**config.mk**
```make
export PLATFORM = sky130hd
export DESIGN_NAME = cpm_pin_mode
export DESIGN_NICKNAME = d
export VERILOG_FILES = /design/src/rtl/cpm_pkg.sv /design/src/rtl/cpm_load_if.sv /design/src/rtl/cpm_loader.sv /design/src/rtl/cpm_pin_mode.sv /design/src/rtl/cpm_sync.sv
export VERILOG_INCLUDE_DIRS = /design/src /design/src/rtl
export SDC_FILE = /design/constraint.sdc
export NUM_CORES = 1
export LEC_CHECK = 0
export ABC_AREA = 1
export BUFFER_PORTS_ARGS = -buffer_cell sky130_fd_sc_hd__clkbuf_2
export CAP_MARGIN = 15
export CORE_ASPECT_RATIO = 1.5
export CORE_MARGIN = 8
export CORE_UTILIZATION = 56
export DETAILED_ROUTE_END_ITERATION = 10
export GPL_TIMING_DRIVEN = 0
export PLACE_DENSITY = 0.87
export SETUP_SLACK_MARGIN = 0.2
export SYNTH_ARGS = -nofsm -noshare
export SYNTH_HDL_FRONTEND = slang
export SYNTH_SLANG_ARGS = --single-unit
export TNS_END_PERCENT = 5
```
**constraint.sdc**
```tcl
create_clock -name clk_sys -period 15.1 [get_ports clk_sys]
set_input_delay 1.51 -clock clk_sys [delete_from_list [all_inputs] [get_ports clk_sys]]
set_output_delay 1.51 -clock clk_sys [all_outputs]
set_load 0.02 [all_outputs]
```
**src/rtl/cpm_regs.svh**
```systemverilog
`ifndef CPM_REGS_SVH
`define CPM_REGS_SVH

// Register byte offsets
`define CPM_REG_CTRL       8'h00
`define CPM_REG_STATUS     8'h04
`define CPM_REG_SDCFG      8'h08
`define CPM_REG_SDSTAT     8'h0C
`define CPM_REG_INT_STAT   8'h10
`define CPM_REG_INT_MASK   8'h14
`define CPM_REG_LANE_BASE  8'h20
`define CPM_REG_LANE_LAST  8'h3C

// Field positions
`define CPM_CTRL_OVR_BIT       0
`define CPM_SDCFG_RB_BIT       2
`define CPM_LANE_EQ_LSB        0
`define CPM_LANE_SWING_LSB     4
`define CPM_INT_PASS_BIT       0
`define CPM_INT_FAIL_BIT       1
`define CPM_INT_DET_BIT        2

// Reset values
`define CPM_CTRL_RST       1'h0
`define CPM_SDCFG_RST      1'h0
`define CPM_INT_MASK_RST   3'h0
`define CPM_LANE_RST       4'h0

// Configuration memory image
`define CPM_LOAD_SIG       8'hA5
`define CPM_LOAD_BYTES     4'h9
`define CPM_LANES          8

// Timing
`define CPM_CLK_NS         40
`define CPM_SCL_HALF_NS    5000
`define CPM_SCL_HALF_CYC   (`CPM_SCL_HALF_NS / `CPM_CLK_NS)

// Bus answers
`define CPM_RESP_OKAY      2'h0
`define CPM_RESP_SLVERR    2'h2

`endif

```
**src/rtl/cpm_pkg.sv**
```systemverilog
package cpm_pkg;

	// Resolved level of a four-level strap
	typedef enum logic [1:0] {
		LVL_LOW,
		LVL_RLOW,
		LVL_FLOAT,
		LVL_HIGH
	} cpm_lvl_e;

	typedef enum logic [1:0] {
		MODE_PIN,
		MODE_MASTER,
		MODE_SLAVE
	} cpm_mode_e;

endpackage : cpm_pkg

```
**src/rtl/cpm_load_if.sv**
```systemverilog
`timescale 1ns/10ps
`default_nettype none

interface cpm_load_if;
	logic       start;
	logic       sda;
	logic       busy;
	logic       passed;
	logic       failed;
	logic       scl_drive;
	logic       lane_we;
	logic [2:0] lane_idx;
	logic [3:0] lane_data;

	modport ctl (output start, output sda, input busy, input passed, input failed,
		input scl_drive, input lane_we, input lane_idx, input lane_data);
	modport eng (input start, input sda, output busy, output passed, output failed,
		output scl_drive, output lane_we, output lane_idx, output lane_data);
endinterface : cpm_load_if

`default_nettype wire

```
**src/rtl/cpm_loader.sv**
```systemverilog
`timescale 1ns/10ps
`default_nettype none
`include "cpm_regs.svh"

// Serial load engine: clocks the memory, checks the signature, fills lane settings
module cpm_loader (
	input  wire logic clk_sys,
	input  wire logic rst_n,
	cpm_load_if.eng   lk
);
	typedef enum logic [2:0] {
		L_IDLE,
		L_LOW,
		L_HIGH,
		L_DONE,
		L_STALL
	} cpm_lstate_e;

	localparam logic [7:0] HALF = 8'(`CPM_SCL_HALF_CYC);

	cpm_lstate_e state;
	logic [7:0]  div;
	logic [2:0]  bit_cnt;
	logic [3:0]  byte_cnt;
	logic [7:0]  shift;
	logic        tick;
	logic        byte_end;
	logic [7:0]  next_shift;

	assign tick       = (div == HALF - 8'h01);
	assign byte_end   = (bit_cnt == 3'h7);
	assign next_shift = {shift[6:0], lk.sda};

	assign lk.busy      = (state == L_LOW) || (state == L_HIGH);
	assign lk.passed    = (state == L_DONE);
	assign lk.failed    = (state == L_STALL);
	assign lk.scl_drive = (state == L_LOW);

	always_ff @(posedge clk_sys or negedge rst_n) begin
		if (!rst_n) begin
			state        <= L_IDLE;
			div          <= 8'h00;
			bit_cnt      <= 3'h0;
			byte_cnt     <= 4'h0;
			shift        <= 8'h00;
			lk.lane_we   <= 1'b0;
			lk.lane_idx  <= 3'h0;
			lk.lane_data <= 4'h0;
		end else begin
			lk.lane_we <= 1'b0;
			div        <= (lk.busy && !tick) ? div + 8'h01 : 8'h00;
			unique case (state)
				L_IDLE: begin
					if (lk.start) begin
						state <= L_LOW;
					end
				end
				L_LOW: begin
					if (tick) begin
						state <= L_HIGH;
						shift <= next_shift;
					end
				end
				L_HIGH: begin
					if (tick) begin
						bit_cnt <= bit_cnt + 3'h1;
						state   <= L_LOW;
						if (byte_end) begin
							byte_cnt <= byte_cnt + 4'h1;
							if (byte_cnt == 4'h0 && shift != `CPM_LOAD_SIG) begin
								state <= L_STALL;
							end else if (byte_cnt != 4'h0) begin
								lk.lane_we   <= 1'b1;
								lk.lane_idx  <= 3'(byte_cnt - 4'h1);
								lk.lane_data <= {shift[5:4], shift[1:0]};
								if (byte_cnt == `CPM_LOAD_BYTES - 4'h1) begin
									state <= L_DONE;
								end
							end
						end
					end
				end
				L_DONE: state <= L_DONE;
				L_STALL: state <= L_STALL;
				default: state <= L_IDLE;
			endcase
		end
	end
endmodule : cpm_loader

`default_nettype wire

```
**src/rtl/cpm_pin_mode.sv**
```systemverilog
`timescale 1ns/10ps
`default_nettype none
`include "cpm_regs.svh"

// Summary of operation
// - In master mode, a low on the load-request pin starts loading from the configuration memory.
// - After a load, the load-request pin is ignored; never threshold again.
// - Group equalization pins apply only in pin mode, one level per group.
// - In serial modes per-lane registers control every lane independently.
// - In serial modes the group-B equalization pin is slave address bit 3.
// - In pin mode a two-bit pin code sets group-B swing, unless overridden.
// - In serial modes the group-B swing pins are slave address bits 0 and 1.
// - Pin mode: group-A swing from pins, unless overridden; serial modes: those pins are SCL/SDA.
// - Threshold pin sets detect threshold in pin and slave modes; status only.
// - A failed load stalls forever; bus refused and done stays high.
// - In master mode load status is high while failed or incomplete, low once passed; other modes hold it low.
// - Master mode drives the clock pin during load, then releases it.
module cpm_pin_mode (
	input  wire logic        clk_sys,
	input  wire logic        arst_n,
	input  wire logic [1:0]  serial_config_enable,
	input  wire logic [1:0]  eq_level_group_a,
	input  wire logic [1:0]  eq_level_group_b,
	input  wire logic [1:0]  swing_sel_group_a0,
	input  wire logic [1:0]  swing_sel_group_a1,
	input  wire logic [1:0]  swing_sel_group_b0,
	input  wire logic [1:0]  swing_sel_group_b1,
	input  wire logic [1:0]  detect_threshold_sel,
	input  wire logic        slave_addr_bit2,
	input  wire logic        sda_in,
	input  wire logic [7:0]  signal_detect,
	output var  logic [15:0] eq_lane,
	output var  logic [15:0] swing_lane,
	output var  logic [3:0]  slave_addr_bits,
	output var  logic [1:0]  detect_threshold,
	output var  logic        load_not_done,
	output var  logic        scl_out,
	output var  logic        scl_oe,
	output var  logic        irq,
	input  wire logic [7:0]  s_axi_awaddr,
	input  wire logic        s_axi_awvalid,
	output var  logic        s_axi_awready,
	input  wire logic [31:0] s_axi_wdata,
	input  wire logic [3:0]  s_axi_wstrb,
	input  wire logic        s_axi_wvalid,
	output var  logic        s_axi_wready,
	output var  logic [1:0]  s_axi_bresp,
	output var  logic        s_axi_bvalid,
	input  wire logic        s_axi_bready,
	input  wire logic [7:0]  s_axi_araddr,
	input  wire logic        s_axi_arvalid,
	output var  logic        s_axi_arready,
	output var  logic [31:0] s_axi_rdata,
	output var  logic [1:0]  s_axi_rresp,
	output var  logic        s_axi_rvalid,
	input  wire logic        s_axi_rready
);
	// Strap level to a single address or code bit: float and high count as one
	function automatic logic lvl_bit(input logic [1:0] l);
		lvl_bit = (l == cpm_pkg::LVL_FLOAT) || (l == cpm_pkg::LVL_HIGH);
	endfunction : lvl_bit

	function automatic logic lane_hit(input logic [7:0] a);
		lane_hit = (a >= `CPM_REG_LANE_BASE) && (a <= `CPM_REG_LANE_LAST) && (a[1:0] == 2'h0);
	endfunction : lane_hit

	logic [1:0] rst_sync;
	logic       rst_n;

	always_ff @(posedge clk_sys or negedge arst_n) begin
		if (!arst_n) begin
			rst_sync <= 2'h0;
		end else begin
			rst_sync <= {rst_sync[0], 1'b1};
		end
	end
	assign rst_n = rst_sync[1];

	// Pad inputs cross into the clock domain
	logic [15:0] lvl_q;
	logic [9:0]  dig_q;

	cpm_sync #(.W(16)) u_lvl_sync (
		.clk_sys (clk_sys),
		.rst_n   (rst_n),
		.din     ({serial_config_enable, eq_level_group_a, eq_level_group_b,
			swing_sel_group_a0, swing_sel_group_a1, swing_sel_group_b0,
			swing_sel_group_b1, detect_threshold_sel}),
		.dout    (lvl_q)
	);

	cpm_sync #(.W(10)) u_dig_sync (
		.clk_sys (clk_sys),
		.rst_n   (rst_n),
		.din     ({slave_addr_bit2, sda_in, signal_detect}),
		.dout    (dig_q)
	);

	cpm_pkg::cpm_lvl_e lv_mode;
	cpm_pkg::cpm_lvl_e lv_eqa;
	cpm_pkg::cpm_lvl_e lv_eqb;
	cpm_pkg::cpm_lvl_e lv_thr;
	cpm_pkg::cpm_mode_e mode;
	logic [1:0] code_a;
	logic [1:0] code_b;
	logic       serial;
	logic       master;

	assign lv_mode = cpm_pkg::cpm_lvl_e'(lvl_q[15:14]);
	assign lv_eqa  = cpm_pkg::cpm_lvl_e'(lvl_q[13:12]);
	assign lv_eqb  = cpm_pkg::cpm_lvl_e'(lvl_q[11:10]);
	assign lv_thr  = cpm_pkg::cpm_lvl_e'(lvl_q[1:0]);
	assign code_a  = {lvl_bit(lvl_q[7:6]), lvl_bit(lvl_q[9:8])};
	assign code_b  = {lvl_bit(lvl_q[3:2]), lvl_bit(lvl_q[5:4])};
	assign mode    = (lv_mode == cpm_pkg::LVL_FLOAT) ? cpm_pkg::MODE_MASTER :
		(lv_mode == cpm_pkg::LVL_HIGH) ? cpm_pkg::MODE_SLAVE : cpm_pkg::MODE_PIN;
	assign serial  = (mode != cpm_pkg::MODE_PIN);
	assign master  = (mode == cpm_pkg::MODE_MASTER);

	// Load engine
	cpm_load_if lk ();
	logic load_start_seen;

	assign lk.start = master && !lvl_bit(lvl_q[1:0]) && !load_start_seen;
	assign lk.sda   = dig_q[8];

	cpm_loader u_loader (
		.clk_sys (clk_sys),
		.rst_n   (rst_n),
		.lk      (lk)
	);

	// Registers
	logic        ctrl_ovr;
	logic        sd_rb_en;
	logic [2:0]  int_stat;
	logic [2:0]  int_mask;
	logic [3:0]  lane_reg [`CPM_LANES];
	logic [7:0]  det_prev;
	logic [2:0]  int_evt;
	logic        passed_d;
	logic        failed_d;

	logic        aw_held;
	logic        w_held;
	logic [7:0]  aw_addr;
	logic [31:0] w_data;
	logic [3:0]  w_strb;
	logic        do_wr;
	logic        bus_blocked;
	logic        wr_ok;
	logic [2:0]  wr_lane;
	logic [7:0]  det_rb;
	logic [31:0] rd_word;
	logic        rd_ok;
	logic [2:0]  rd_lane;
	logic        w1c_hit;

	assign bus_blocked = lk.busy || lk.failed;
	assign do_wr   = aw_held && w_held && !s_axi_bvalid;
	assign wr_lane = aw_addr[4:2] - 3'h0;
	assign wr_ok   = !bus_blocked && (lane_hit(aw_addr) || aw_addr == `CPM_REG_CTRL ||
		aw_addr == `CPM_REG_SDCFG || aw_addr == `CPM_REG_INT_STAT ||
		aw_addr == `CPM_REG_INT_MASK || aw_addr == `CPM_REG_STATUS ||
		aw_addr == `CPM_REG_SDSTAT);
	assign w1c_hit = do_wr && wr_ok && w_strb[0] && (aw_addr == `CPM_REG_INT_STAT);
	assign det_rb  = sd_rb_en ? dig_q[7:0] : 8'h00;
	assign rd_lane = s_axi_araddr[4:2];
	assign int_evt = {sd_rb_en && (dig_q[7:0] != det_prev),
		lk.failed && !failed_d, lk.passed && !passed_d};

	always_comb begin
		rd_ok   = !bus_blocked;
		rd_word = 32'h0000_0000;
		if (lane_hit(s_axi_araddr)) begin
			rd_word = {26'h0, lane_reg[rd_lane][3:2], 2'h0, lane_reg[rd_lane][1:0]};
		end else if (s_axi_araddr == `CPM_REG_CTRL) begin
			rd_word = {31'h0, ctrl_ovr};
		end else if (s_axi_araddr == `CPM_REG_STATUS) begin
			rd_word = {18'h0, detect_threshold, slave_addr_bits, 3'h0,
				load_not_done, lk.failed, lk.busy, mode};
		end else if (s_axi_araddr == `CPM_REG_SDCFG) begin
			rd_word = {29'h0, sd_rb_en, 2'h0};
		end else if (s_axi_araddr == `CPM_REG_SDSTAT) begin
			rd_word = {24'h0, det_rb};
		end else if (s_axi_araddr == `CPM_REG_INT_STAT) begin
			rd_word = {29'h0, int_stat};
		end else if (s_axi_araddr == `CPM_REG_INT_MASK) begin
			rd_word = {29'h0, int_mask};
		end else begin
			rd_ok = 1'b0;
		end
	end

	// Write channel: address and data taken in either order
	always_ff @(posedge clk_sys or negedge rst_n) begin
		if (!rst_n) begin
			aw_held       <= 1'b0;
			w_held        <= 1'b0;
			aw_addr       <= 8'h00;
			w_data        <= 32'h0000_0000;
			w_strb        <= 4'h0;
			s_axi_awready <= 1'b0;
			s_axi_wready  <= 1'b0;
			s_axi_bvalid  <= 1'b0;
			s_axi_bresp   <= `CPM_RESP_OKAY;
		end else begin
			s_axi_awready <= !aw_held && !(s_axi_awvalid && s_axi_awready);
			s_axi_wready  <= !w_held && !(s_axi_wvalid && s_axi_wready);
			if (s_axi_awvalid && s_axi_awready) begin
				aw_held <= 1'b1;
				aw_addr <= s_axi_awaddr;
			end
			if (s_axi_wvalid && s_axi_wready) begin
				w_held <= 1'b1;
				w_data <= s_axi_wdata;
				w_strb <= s_axi_wstrb;
			end
			if (do_wr) begin
				s_axi_bvalid <= 1'b1;
				s_axi_bresp  <= wr_ok ? `CPM_RESP_OKAY : `CPM_RESP_SLVERR;
			end
			if (s_axi_bvalid && s_axi_bready) begin
				s_axi_bvalid <= 1'b0;
				aw_held      <= 1'b0;
				w_held       <= 1'b0;
			end
		end
	end

	// Read channel
	always_ff @(posedge clk_sys or negedge rst_n) begin
		if (!rst_n) begin
			s_axi_arready <= 1'b0;
			s_axi_rvalid  <= 1'b0;
			s_axi_rdata   <= 32'h0000_0000;
			s_axi_rresp   <= `CPM_RESP_OKAY;
		end else begin
			s_axi_arready <= !s_axi_rvalid && !(s_axi_arvalid && s_axi_arready);
			if (s_axi_arvalid && s_axi_arready) begin
				s_axi_rvalid <= 1'b1;
				s_axi_rdata  <= rd_ok ? rd_word : 32'h0000_0000;
				s_axi_rresp  <= rd_ok ? `CPM_RESP_OKAY : `CPM_RESP_SLVERR;
			end else if (s_axi_rvalid && s_axi_rready) begin
				s_axi_rvalid <= 1'b0;
			end
		end
	end

	// Control registers, lane settings and interrupt status
	always_ff @(posedge clk_sys or negedge rst_n) begin
		if (!rst_n) begin
			ctrl_ovr <= `CPM_CTRL_RST;
			sd_rb_en <= `CPM_SDCFG_RST;
			int_mask <= `CPM_INT_MASK_RST;
			int_stat <= 3'h0;
			det_prev <= 8'h00;
			passed_d <= 1'b0;
			failed_d <= 1'b0;
			for (int i = 0; i < `CPM_LANES; i++) begin
				lane_reg[i] <= `CPM_LANE_RST;
			end
		end else begin
			det_prev <= dig_q[7:0];
			passed_d <= lk.passed;
			failed_d <= lk.failed;
			if (do_wr && wr_ok && w_strb[0]) begin
				if (aw_addr == `CPM_REG_CTRL) begin
					ctrl_ovr <= w_data[`CPM_CTRL_OVR_BIT];
				end
				if (aw_addr == `CPM_REG_SDCFG) begin
					sd_rb_en <= w_data[`CPM_SDCFG_RB_BIT];
				end
				if (aw_addr == `CPM_REG_INT_MASK) begin
					int_mask <= w_data[2:0];
				end
				if (lane_hit(aw_addr)) begin
					lane_reg[wr_lane] <= {w_data[`CPM_LANE_SWING_LSB +: 2],
						w_data[`CPM_LANE_EQ_LSB +: 2]};
				end
			end
			if (lk.lane_we) begin
				lane_reg[lk.lane_idx] <= lk.lane_data;
			end
			// Set wins over a simultaneous write-one clear
			int_stat <= (int_stat & ~(w1c_hit ? w_data[2:0] : 3'h0)) | int_evt;
		end
	end

	// Channel controls, address, threshold and pin outputs
	always_ff @(posedge clk_sys or negedge rst_n) begin
		if (!rst_n) begin
			eq_lane          <= 16'h0000;
			swing_lane       <= 16'h0000;
			slave_addr_bits  <= 4'h0;
			detect_threshold <= 2'h0;
			load_not_done    <= 1'b1;
			load_start_seen  <= 1'b0;
			scl_out          <= 1'b0;
			scl_oe           <= 1'b0;
			irq              <= 1'b0;
		end else begin
			for (int i = 0; i < `CPM_LANES; i++) begin
				if (serial || ctrl_ovr) begin
					eq_lane[2*i +: 2]    <= lane_reg[i][1:0];
					swing_lane[2*i +: 2] <= lane_reg[i][3:2];
				end else begin
					eq_lane[2*i +: 2]    <= (i < 4) ? lv_eqa : lv_eqb;
					swing_lane[2*i +: 2] <= (i < 4) ? code_a : code_b;
				end
			end
			if (serial) begin
				slave_addr_bits <= {lvl_bit(lv_eqb), dig_q[9],
					lvl_bit(lvl_q[5:4]), lvl_bit(lvl_q[3:2])};
			end else begin
				slave_addr_bits <= 4'h0;
			end
			if (!master && !load_start_seen) begin
				detect_threshold <= lv_thr;
			end
			if (lk.start) begin
				load_start_seen <= 1'b1;
			end
			load_not_done <= master ? !lk.passed : 1'b0;
			scl_out       <= 1'b0;
			scl_oe        <= lk.scl_drive;
			irq           <= |(int_stat & int_mask);
		end
	end
endmodule : cpm_pin_mode

`default_nettype wire

```
**src/rtl/cpm_sync.sv**
```systemverilog
`timescale 1ns/10ps
`default_nettype none

// Three-stage synchroniser; a value is accepted once stages two and three agree
module cpm_sync #(
	parameter int W = 1
) (
	input  wire logic         clk_sys,
	input  wire logic         rst_n,
	input  wire logic [W-1:0] din,
	output var  logic [W-1:0] dout
);
	logic [W-1:0] s1;
	logic [W-1:0] s2;
	logic [W-1:0] s3;
	logic [W-1:0] agree;

	assign agree = ~(s2 ^ s3);

	always_ff @(posedge clk_sys or negedge rst_n) begin
		if (!rst_n) begin
			s1   <= '0;
			s2   <= '0;
			s3   <= '0;
			dout <= '0;
		end else begin
			s1   <= din;
			s2   <= s1;
			s3   <= s2;
			dout <= (agree & s3) | (~agree & dout);
		end
	end
endmodule : cpm_sync

`default_nettype wire

```
==> impl_summary.log, run 1 <==
[metrics] arrival time of data at the critical path endpoint: between 3 and 4 ns
[metrics] routability-driven placement congestion ratio: 1.00
[metrics] port bufs: about 110
[metrics] Num Clock Sinks: 253
[metrics] sequential element share of the synthesized area: 0.618
[metrics] number of global-route vias before repair: 8011
[metrics] depth of the CTS H-tree: 1
[metrics] share of cells above drive strength 1: 0.176
[metrics] count of instances resized after the clock tree is built: 0
[metrics] Overall Global Routing Usage: 0.215
[metrics] placed wire-length estimate after detailed placement: 17900 um
[metrics] Skew-Pair Late Insertion Delay: 0.52 ns
[metrics] Largest register FFs: 32
[metrics] number of design-rule violations left by the first detailed-router iteration: 657
[metrics] remaining number of nets flagged by the antenna check after routing: 0
[metrics] Die Span X: 126 um
[metrics] clock-pin slew reported for the worst setup and hold paths after clock tree synthesis: 0.07 ns
[metrics] worst endpoint required time: 15.53 ns
[metrics] unrepaired setup endpoints after global routing: false
[metrics] fill count: 1287
[metrics] Peak Freq: 357 MHz
[metrics] number of flip-flops and latches in the synthesized netlist: 253
[metrics] CTS root buf: clkbuf_16
[metrics] final count of pins violating max slew: 0
[metrics] Hold/Removal Path Class: register to async pin
[metrics] wire per inst: 17.1 um
[metrics] Total Neg Setup Slack: 0 ns
[metrics] share of the clock period used by the worst path after layout: 0.185
[metrics] min Tclk post-route: 2.80 ns
[metrics] number of standard-cell rows in the floorplan: 60
[metrics] number of distinct library cell variants in the gate-level netlist after synthesis: 45
[metrics] worst relative slew slack: 0.519
[metrics] status: finished clean
[metrics] vias per std cell: 5.38
[metrics] leakage: 6.15 nW
[metrics] cell at the slowest stage of the critical path: nor3_1
[metrics] Synthesis Warnings: 0
[metrics] synthesized area: 10200 um2
[metrics] maximum buffer depth of the clock tree: 3
[metrics] category of the worst setup path capture point: register
[metrics] area of the die: 23000 um2
[metrics] clock tree from TritonCTS: yes
[metrics] Final Hold Fails: 0
[metrics] IO Count: 168
[metrics] Layout Skew: 0.0161 ns
[metrics] total of max-cap violations: 0
[metrics] maximum fanout encountered on the critical timing path: 6
[metrics] most common cell after layout, fill and taps aside: dfrtp_1
[metrics] number of flops mapped to enable cells by yosys: 0
[metrics] Syn Inst Count: 1056
[metrics] met1 capacity usage during global routing: 0.235
[metrics] final setup violating endpoints: 0
[metrics] critical path class: primary input to register
[metrics] first-pass GRT wire length: 40100 um
[metrics] number of antenna violations at the first check in global routing: 0
[metrics] met2 layer usage reported by global route: 0.382
[metrics] post-synthesis async set-or-reset flop share: 1.00
[metrics] drt pass-1 iters: 7
[metrics] P per Cell Area: ~150 nW/um2
[metrics] total DRC errors in the routed layout: 0
[metrics] initial core utilization: 0.571
[metrics] most used cells in the layout excluding fill and tap cells: 251 x dfrtp_1, 222 x nand2_1, 144 x inv_1
[metrics] die outline height: ~180 um
[metrics] sort of element at the start of the critical path: primary input
[metrics] Ant. Diodes: 0
[metrics] post-route core utilization: 0.675
[metrics] met3 track demand over resource in global routing: 0.0349
[metrics] layer with the highest usage: met2
[metrics] number of CTS-inserted buffers: 24
[metrics] routed vias: approximately 7800
[metrics] core region area: 17900 um2
[metrics] hold bufs inserted after CTS: 0
[metrics] most frequently used flop master after synthesis: dfrtp_1
[metrics] total grt overflow: 0
[metrics] worst-margin pin slew: 0.719 ns
[metrics] largest net degree at the start of global routing: 76
[metrics] area growth from synthesis to layout: 18.2%
[metrics] Top cell by count, worst path: nand3_1
[metrics] cell chain of the critical path: clkbuf_2 > nor3_1 > nand3_1 > nor2_1 > inv_1 > nor2_2 > nand3_1 > o21ai_0
[metrics] stage delay of the slowest cell on the critical path: about 0.37 ns
[metrics] Detailed Route WL: ~25000 um
[metrics] post-CTS setup buffer count: 0
[metrics] Post-layout nets: 1308
[metrics] Syn Area/Cell: 9.70 um2
[metrics] worst voltage drop across the vdd grid: 0.0734 mV
-- final cells by class --
| cell class | instances | area, um2 | area share |
|---|---|---|---|
| Buffer | 38 | 246 | 0.0204 |
| Tap cell | 217 | 272 | 0.0224 |
| Multi-Input combinational cell | 636 | 3180 | 0.263 |
| Sequential cell | 253 | 6340 | 0.523 |
| Inverter | 149 | 559 | 0.0462 |
| Timing Repair Buffer | 115 | 643 | 0.0531 |
| Clock inverter | 10 | 169 | 0.0140 |
| Clock buffer | 34 | 699 | 0.0578 |
-- critical path: cells and delay by family --
kind            cells  cell delay, ns
buf+inv             2            0.16
simple gates        5            1.28
compound gates      1            0.28
-- final timing paths --
check | depth (start not counted) | slack [ns] | endpoint | startpoint
setup / recovery | 8 | 12.30 | s_axi_rdata[9] | s_axi_araddr[5]
setup reg to reg | 10 | 12.95 | int_mask[2] | aw_addr[3]
min in group clk_sys | 0 | 0.34 | u_dig_sync.s2[8] | u_dig_sync.s1[8]
max in group asynchronous | 3 | 13.29 | load_not_done | rst_sync[1]
hold reg to reg | 0 | 0.34 | s_axi_wready | rst_sync[1]
hold / removal | 0 | 0.34 | s_axi_wready | rst_sync[1]
-- power breakdown --
part	internal (W)	switching (W)	leakage, nW
clock	0.000394	0.000257	0.427
sequential	0.000748	0.0000530	3.11
combinational	0.0000863	0.000223	2.61
total	0.00123	0.000534	6.15
-- stage by stage --
step | cells | hold slack (ns) | instance area [um2] | worst slack, ns | total power, W
2_1_floorplan | 1076 | 0.331 | 10300 | 7.53 | 0.00101
3_3_place_gp | 1405 | 0.332 | 11200 | 5.23 | 0.00110
3_5_place_dp | 1408 | 0.336 | 11200 | 11.80 | 0.00112
4_1_cts | 1452 | 0.344 | 12100 | 12.34 | 0.00177
5_1_grt | 1452 | 0.342 | 12100 | 12.15 | 0.00184
6_report | 1452 | 0.340 | 12100 | 12.30 | 0.00176
-- per-layer routing --
metal	routed length, um	up-vias	part of all wire
met1	9000	3701	0.36
li1	-	3691	-
met5	0	-	0
met2	12800	313	0.51
met3	1550	110	0.063
met4	1510	0	0.061
-- cell usage after synthesis (4+ instances only) --
cell      instances  area (um2)
dfrtp_1         252        6310
nand2_1         222         833
inv_1           144         541
o21ai_0         117         586
nand3_1          73         365
nor2_1           59         221
buf_4            23         173
maj3_1           22         220
a21oi_1          15        75.1
nand4_1          13        81.3
nor3_1           12        60.1
clkbuf_1         11        41.3
o22ai_1          10        62.6
nor2_2            9        56.3
o21ai_1           7        35.0
or2_2             7        43.8
ha_1              6        75.1
xnor2_1           6        52.6
inv_2             4        15.0
o31ai_1           4        30.0
-- cell families (layout without fill, tap and decap cells) --
| group | Yosys count | after routing | synth area share |
|---|---|---|---|
| buffers and inverters | 187 | 346 | 0.0786 |
| adders and majority gates | 28 | 28 | 0.0288 |
| and+or+nand+nor | 412 | 412 | 0.179 |
| other | 2 | 22 | 0.000733 |
| AOI/OAI and AO/OA | 163 | 163 | 0.0849 |
| xor gates and xnor gates | 8 | 8 | 0.00684 |
| muxes | 3 | 3 | 0.00317 |
| DFF | 253 | 253 | 0.618 |
Note: power is estimated with default switching activity, not from simulation.
==> run 2: changes to the inputs <==
Clock period 15.1 ns to 2.81 ns, I/O delays scaled along.
==> impl_summary.log, run 2 (same netlist as run 1, synthesis figures left out) <==
[metrics] status: finished clean
[metrics] first-pass GRT wire length: 42600 um (+6.3%)
[metrics] final setup violating endpoints: 0 (unchanged)
[metrics] Die Span X: 126 um (unchanged)
[metrics] leakage: 6.21 nW (+1.1%)
[metrics] Skew-Pair Late Insertion Delay: 0.52 ns (about the same)
[metrics] die outline height: 182 um (unchanged)
[metrics] most common cell after layout, fill and taps aside: dfrtp_1
[metrics] wire per inst: 17.7 um (+3.2%)
[metrics] Power Total: 0.00906 W (+410%)
[metrics] worst voltage drop across the vdd grid: 0.453 mV (+520%)
[metrics] P per Cell Area: 737 nW/um2 (+410%)
[metrics] Layout Skew: 0.0164 ns (+0.000347 ns)
[metrics] share of the clock period used by the worst path after layout: 0.748
[metrics] category of the worst setup path capture point: register
[metrics] final count of pins violating max slew: 0 (unchanged)
[metrics] remaining number of nets flagged by the antenna check after routing: 0 (unchanged)
[metrics] IO Count: 168 (unchanged)
[metrics] routed vias: 8063 (+3.2%)
[metrics] Overall Global Routing Usage: 0.229 (+0.0138)
[metrics] drt pass-1 iters: 8 (+1)
[metrics] total of max-cap violations: 0 (unchanged)
[metrics] Sequential Area: 6340 um2 (unchanged)
[metrics] Largest register FFs: 32 (unchanged)
[metrics] routability-driven placement congestion ratio: 0.957 (-4.7%)
[metrics] number of design-rule violations left by the first detailed-router iteration: 690 (+5.0%)
[metrics] placed wire-length estimate after detailed placement: 18200 um (+1.9%)
[metrics] min Tclk post-route: ~2.1 ns
[metrics] Peak Freq: 476 MHz
[metrics] vias per std cell: 5.44 (+1.1%)
[metrics] fill count: 1264 (-1.8%)
[metrics] number of antenna violations at the first check in global routing: 0 (unchanged)
[metrics] multi-input combinational cell area: 3180 um2 (unchanged)
[metrics] largest net degree at the start of global routing: 75 (-1.3%)
[metrics] cell chain of the critical path: inv_1 > nand3_2 > nand3_4 > inv_1 > nand3_1 > nor2_2 > nand3_1 > o21ai_0
[metrics] total DRC errors in the routed layout: 0 (unchanged)
[metrics] port bufs: 112 (unchanged)
[metrics] cell at the slowest stage of the critical path: dfrtp_1
[metrics] Ant. Diodes: 0 (unchanged)
[metrics] arrival time of data at the critical path endpoint: 2.52 ns (-0.71 ns)
[metrics] worst relative slew slack: 0.483 (-0.0358)
[metrics] count of instances resized after the clock tree is built: 0 (unchanged)
[metrics] Detailed Route WL: 26200 um (+5.4%)
[metrics] final standard cell area without fillers: 12300 um2 (+1.5%)
[metrics] clock tree from TritonCTS: yes
[metrics] worst-margin pin slew: 0.772 ns (+0.0534 ns)
[metrics] number of standard-cell rows in the floorplan: 60 (unchanged)
[metrics] unrepaired setup endpoints after global routing: false
[metrics] sort of element at the start of the critical path: register
[metrics] area growth from synthesis to layout: 20.0%
[metrics] critical path class: register to register
[metrics] most used cells in the layout excluding fill and tap cells: 251 x dfrtp_1, 222 x nand2_1, 144 x inv_1
[metrics] number of global-route vias before repair: 8365 (+4.4%)
[metrics] total grt overflow: 0 (unchanged)
[metrics] worst endpoint required time: 3.23 ns (-12.30 ns)
[metrics] area of placed instances: 11200 um2 (unchanged)
[metrics] number of CTS-inserted buffers: 23 (-4.2%)
[metrics] initial core utilization: 0.571 (unchanged)
[metrics] depth of the CTS H-tree: 1 (unchanged)
[metrics] maximum fanout encountered on the critical timing path: 6 (unchanged)
[metrics] core region area: 17900 um2 (unchanged)
[metrics] stage delay of the slowest cell on the critical path: 0.39 ns (+0.02 ns)
[metrics] Final Hold Fails: 0 (unchanged)
[metrics] clock-pin slew reported for the worst setup and hold paths after clock tree synthesis: 0.07 ns (about the same)
[metrics] share of cells above drive strength 1: 0.171 (-0.00496)
[metrics] area of the die: 23000 um2 (unchanged)
[metrics] CTS root buf: clkbuf_16
[metrics] maximum buffer depth of the clock tree: 3 (unchanged)
[metrics] Post-layout nets: 1340 (+2.4%)
[metrics] Hold/Removal Path Class: primary input to register
[metrics] Num Clock Sinks: 253 (unchanged)
run 2: cell types whose count changed in the layout (fill, tap and decap cells not counted), sizes merged:
| cell | delta |
|---|---|
| clkinv | +2 |
| bufinv | -3 |
| clkinvlp | +3 |
| dlygate4sd3 | +33 |
| clkbuf | -5 |
run 2: layer usage:
metal,up-vias,part of all wire,track usage
li1,3743,-,-
met1,3887,0.37,0.260
met2,353,0.52,0.410
met3,80,0.064,0.0343
met4,0,0.044,0.113
met5,-,0,0
run 2: stage by stage:
stage	worst slack, ns	instances	utilization	hold WS (ns)	setup TNS [ns]
3_3_place_gp	-0.482	1405	0.622	0.0661	-113.19
6_report	0.707	1482	0.685	0.0115	0
2_1_floorplan	0.269	1076	-	-0.0146	0
3_5_place_dp	0.778	1408	0.626	0.0727	0
4_1_cts	0.772	1482	0.685	0.000347	0
5_1_grt	0.521	1482	0.685	0.0221	0
run 2: critical path, delay by kind of cell (launching register included):
family                 cells  cell delay, ns
buffers and inverters      2            0.38
and+or+nand+nor            5            0.93
AOI/OAI and AO/OA          1            0.30
DFF                        1            0.39
run 2: timing repair:
item,in CTS,in global routing
setup buffers,0,0
hold buffers,33,0
endpoints found under the setup margin,0,0
endpoints found under the hold margin,34,0
run 2: path summary, 6_finish.rpt:
check,start,to,slack (ns),cells past startpoint
max,u_loader.state[2],int_mask[2],0.71,8
min,s_axi_wdata[2],w_data[2],0.01,3
max reg2reg,u_loader.state[2],int_mask[2],0.71,8
min reg2reg,rst_sync[1],s_axi_bvalid,0.33,0
max in group asynchronous,rst_sync[1],load_not_done,1.01,3
min in group asynchronous,arst_n,rst_sync[1],0.09,2
run 2: report_power, final:
group,switching [W],internal (W),leakage [nW],total [W]
combinational,0.00123,0.000493,2.75,0.00172
sequential,0.000292,0.00402,3.11,0.00431
clock,0.00135,0.00168,0.355,0.00303
run 2: layout make-up:
type	count	share of cell area
inverter	149	0.0455
buffer	38	0.0200
timing repair buffer	148	0.0792
multi-input combinational	636	0.259
tap	217	0.0221
clock buffer	29	0.0511
clock inverter	12	0.00784
sequential	253	0.515
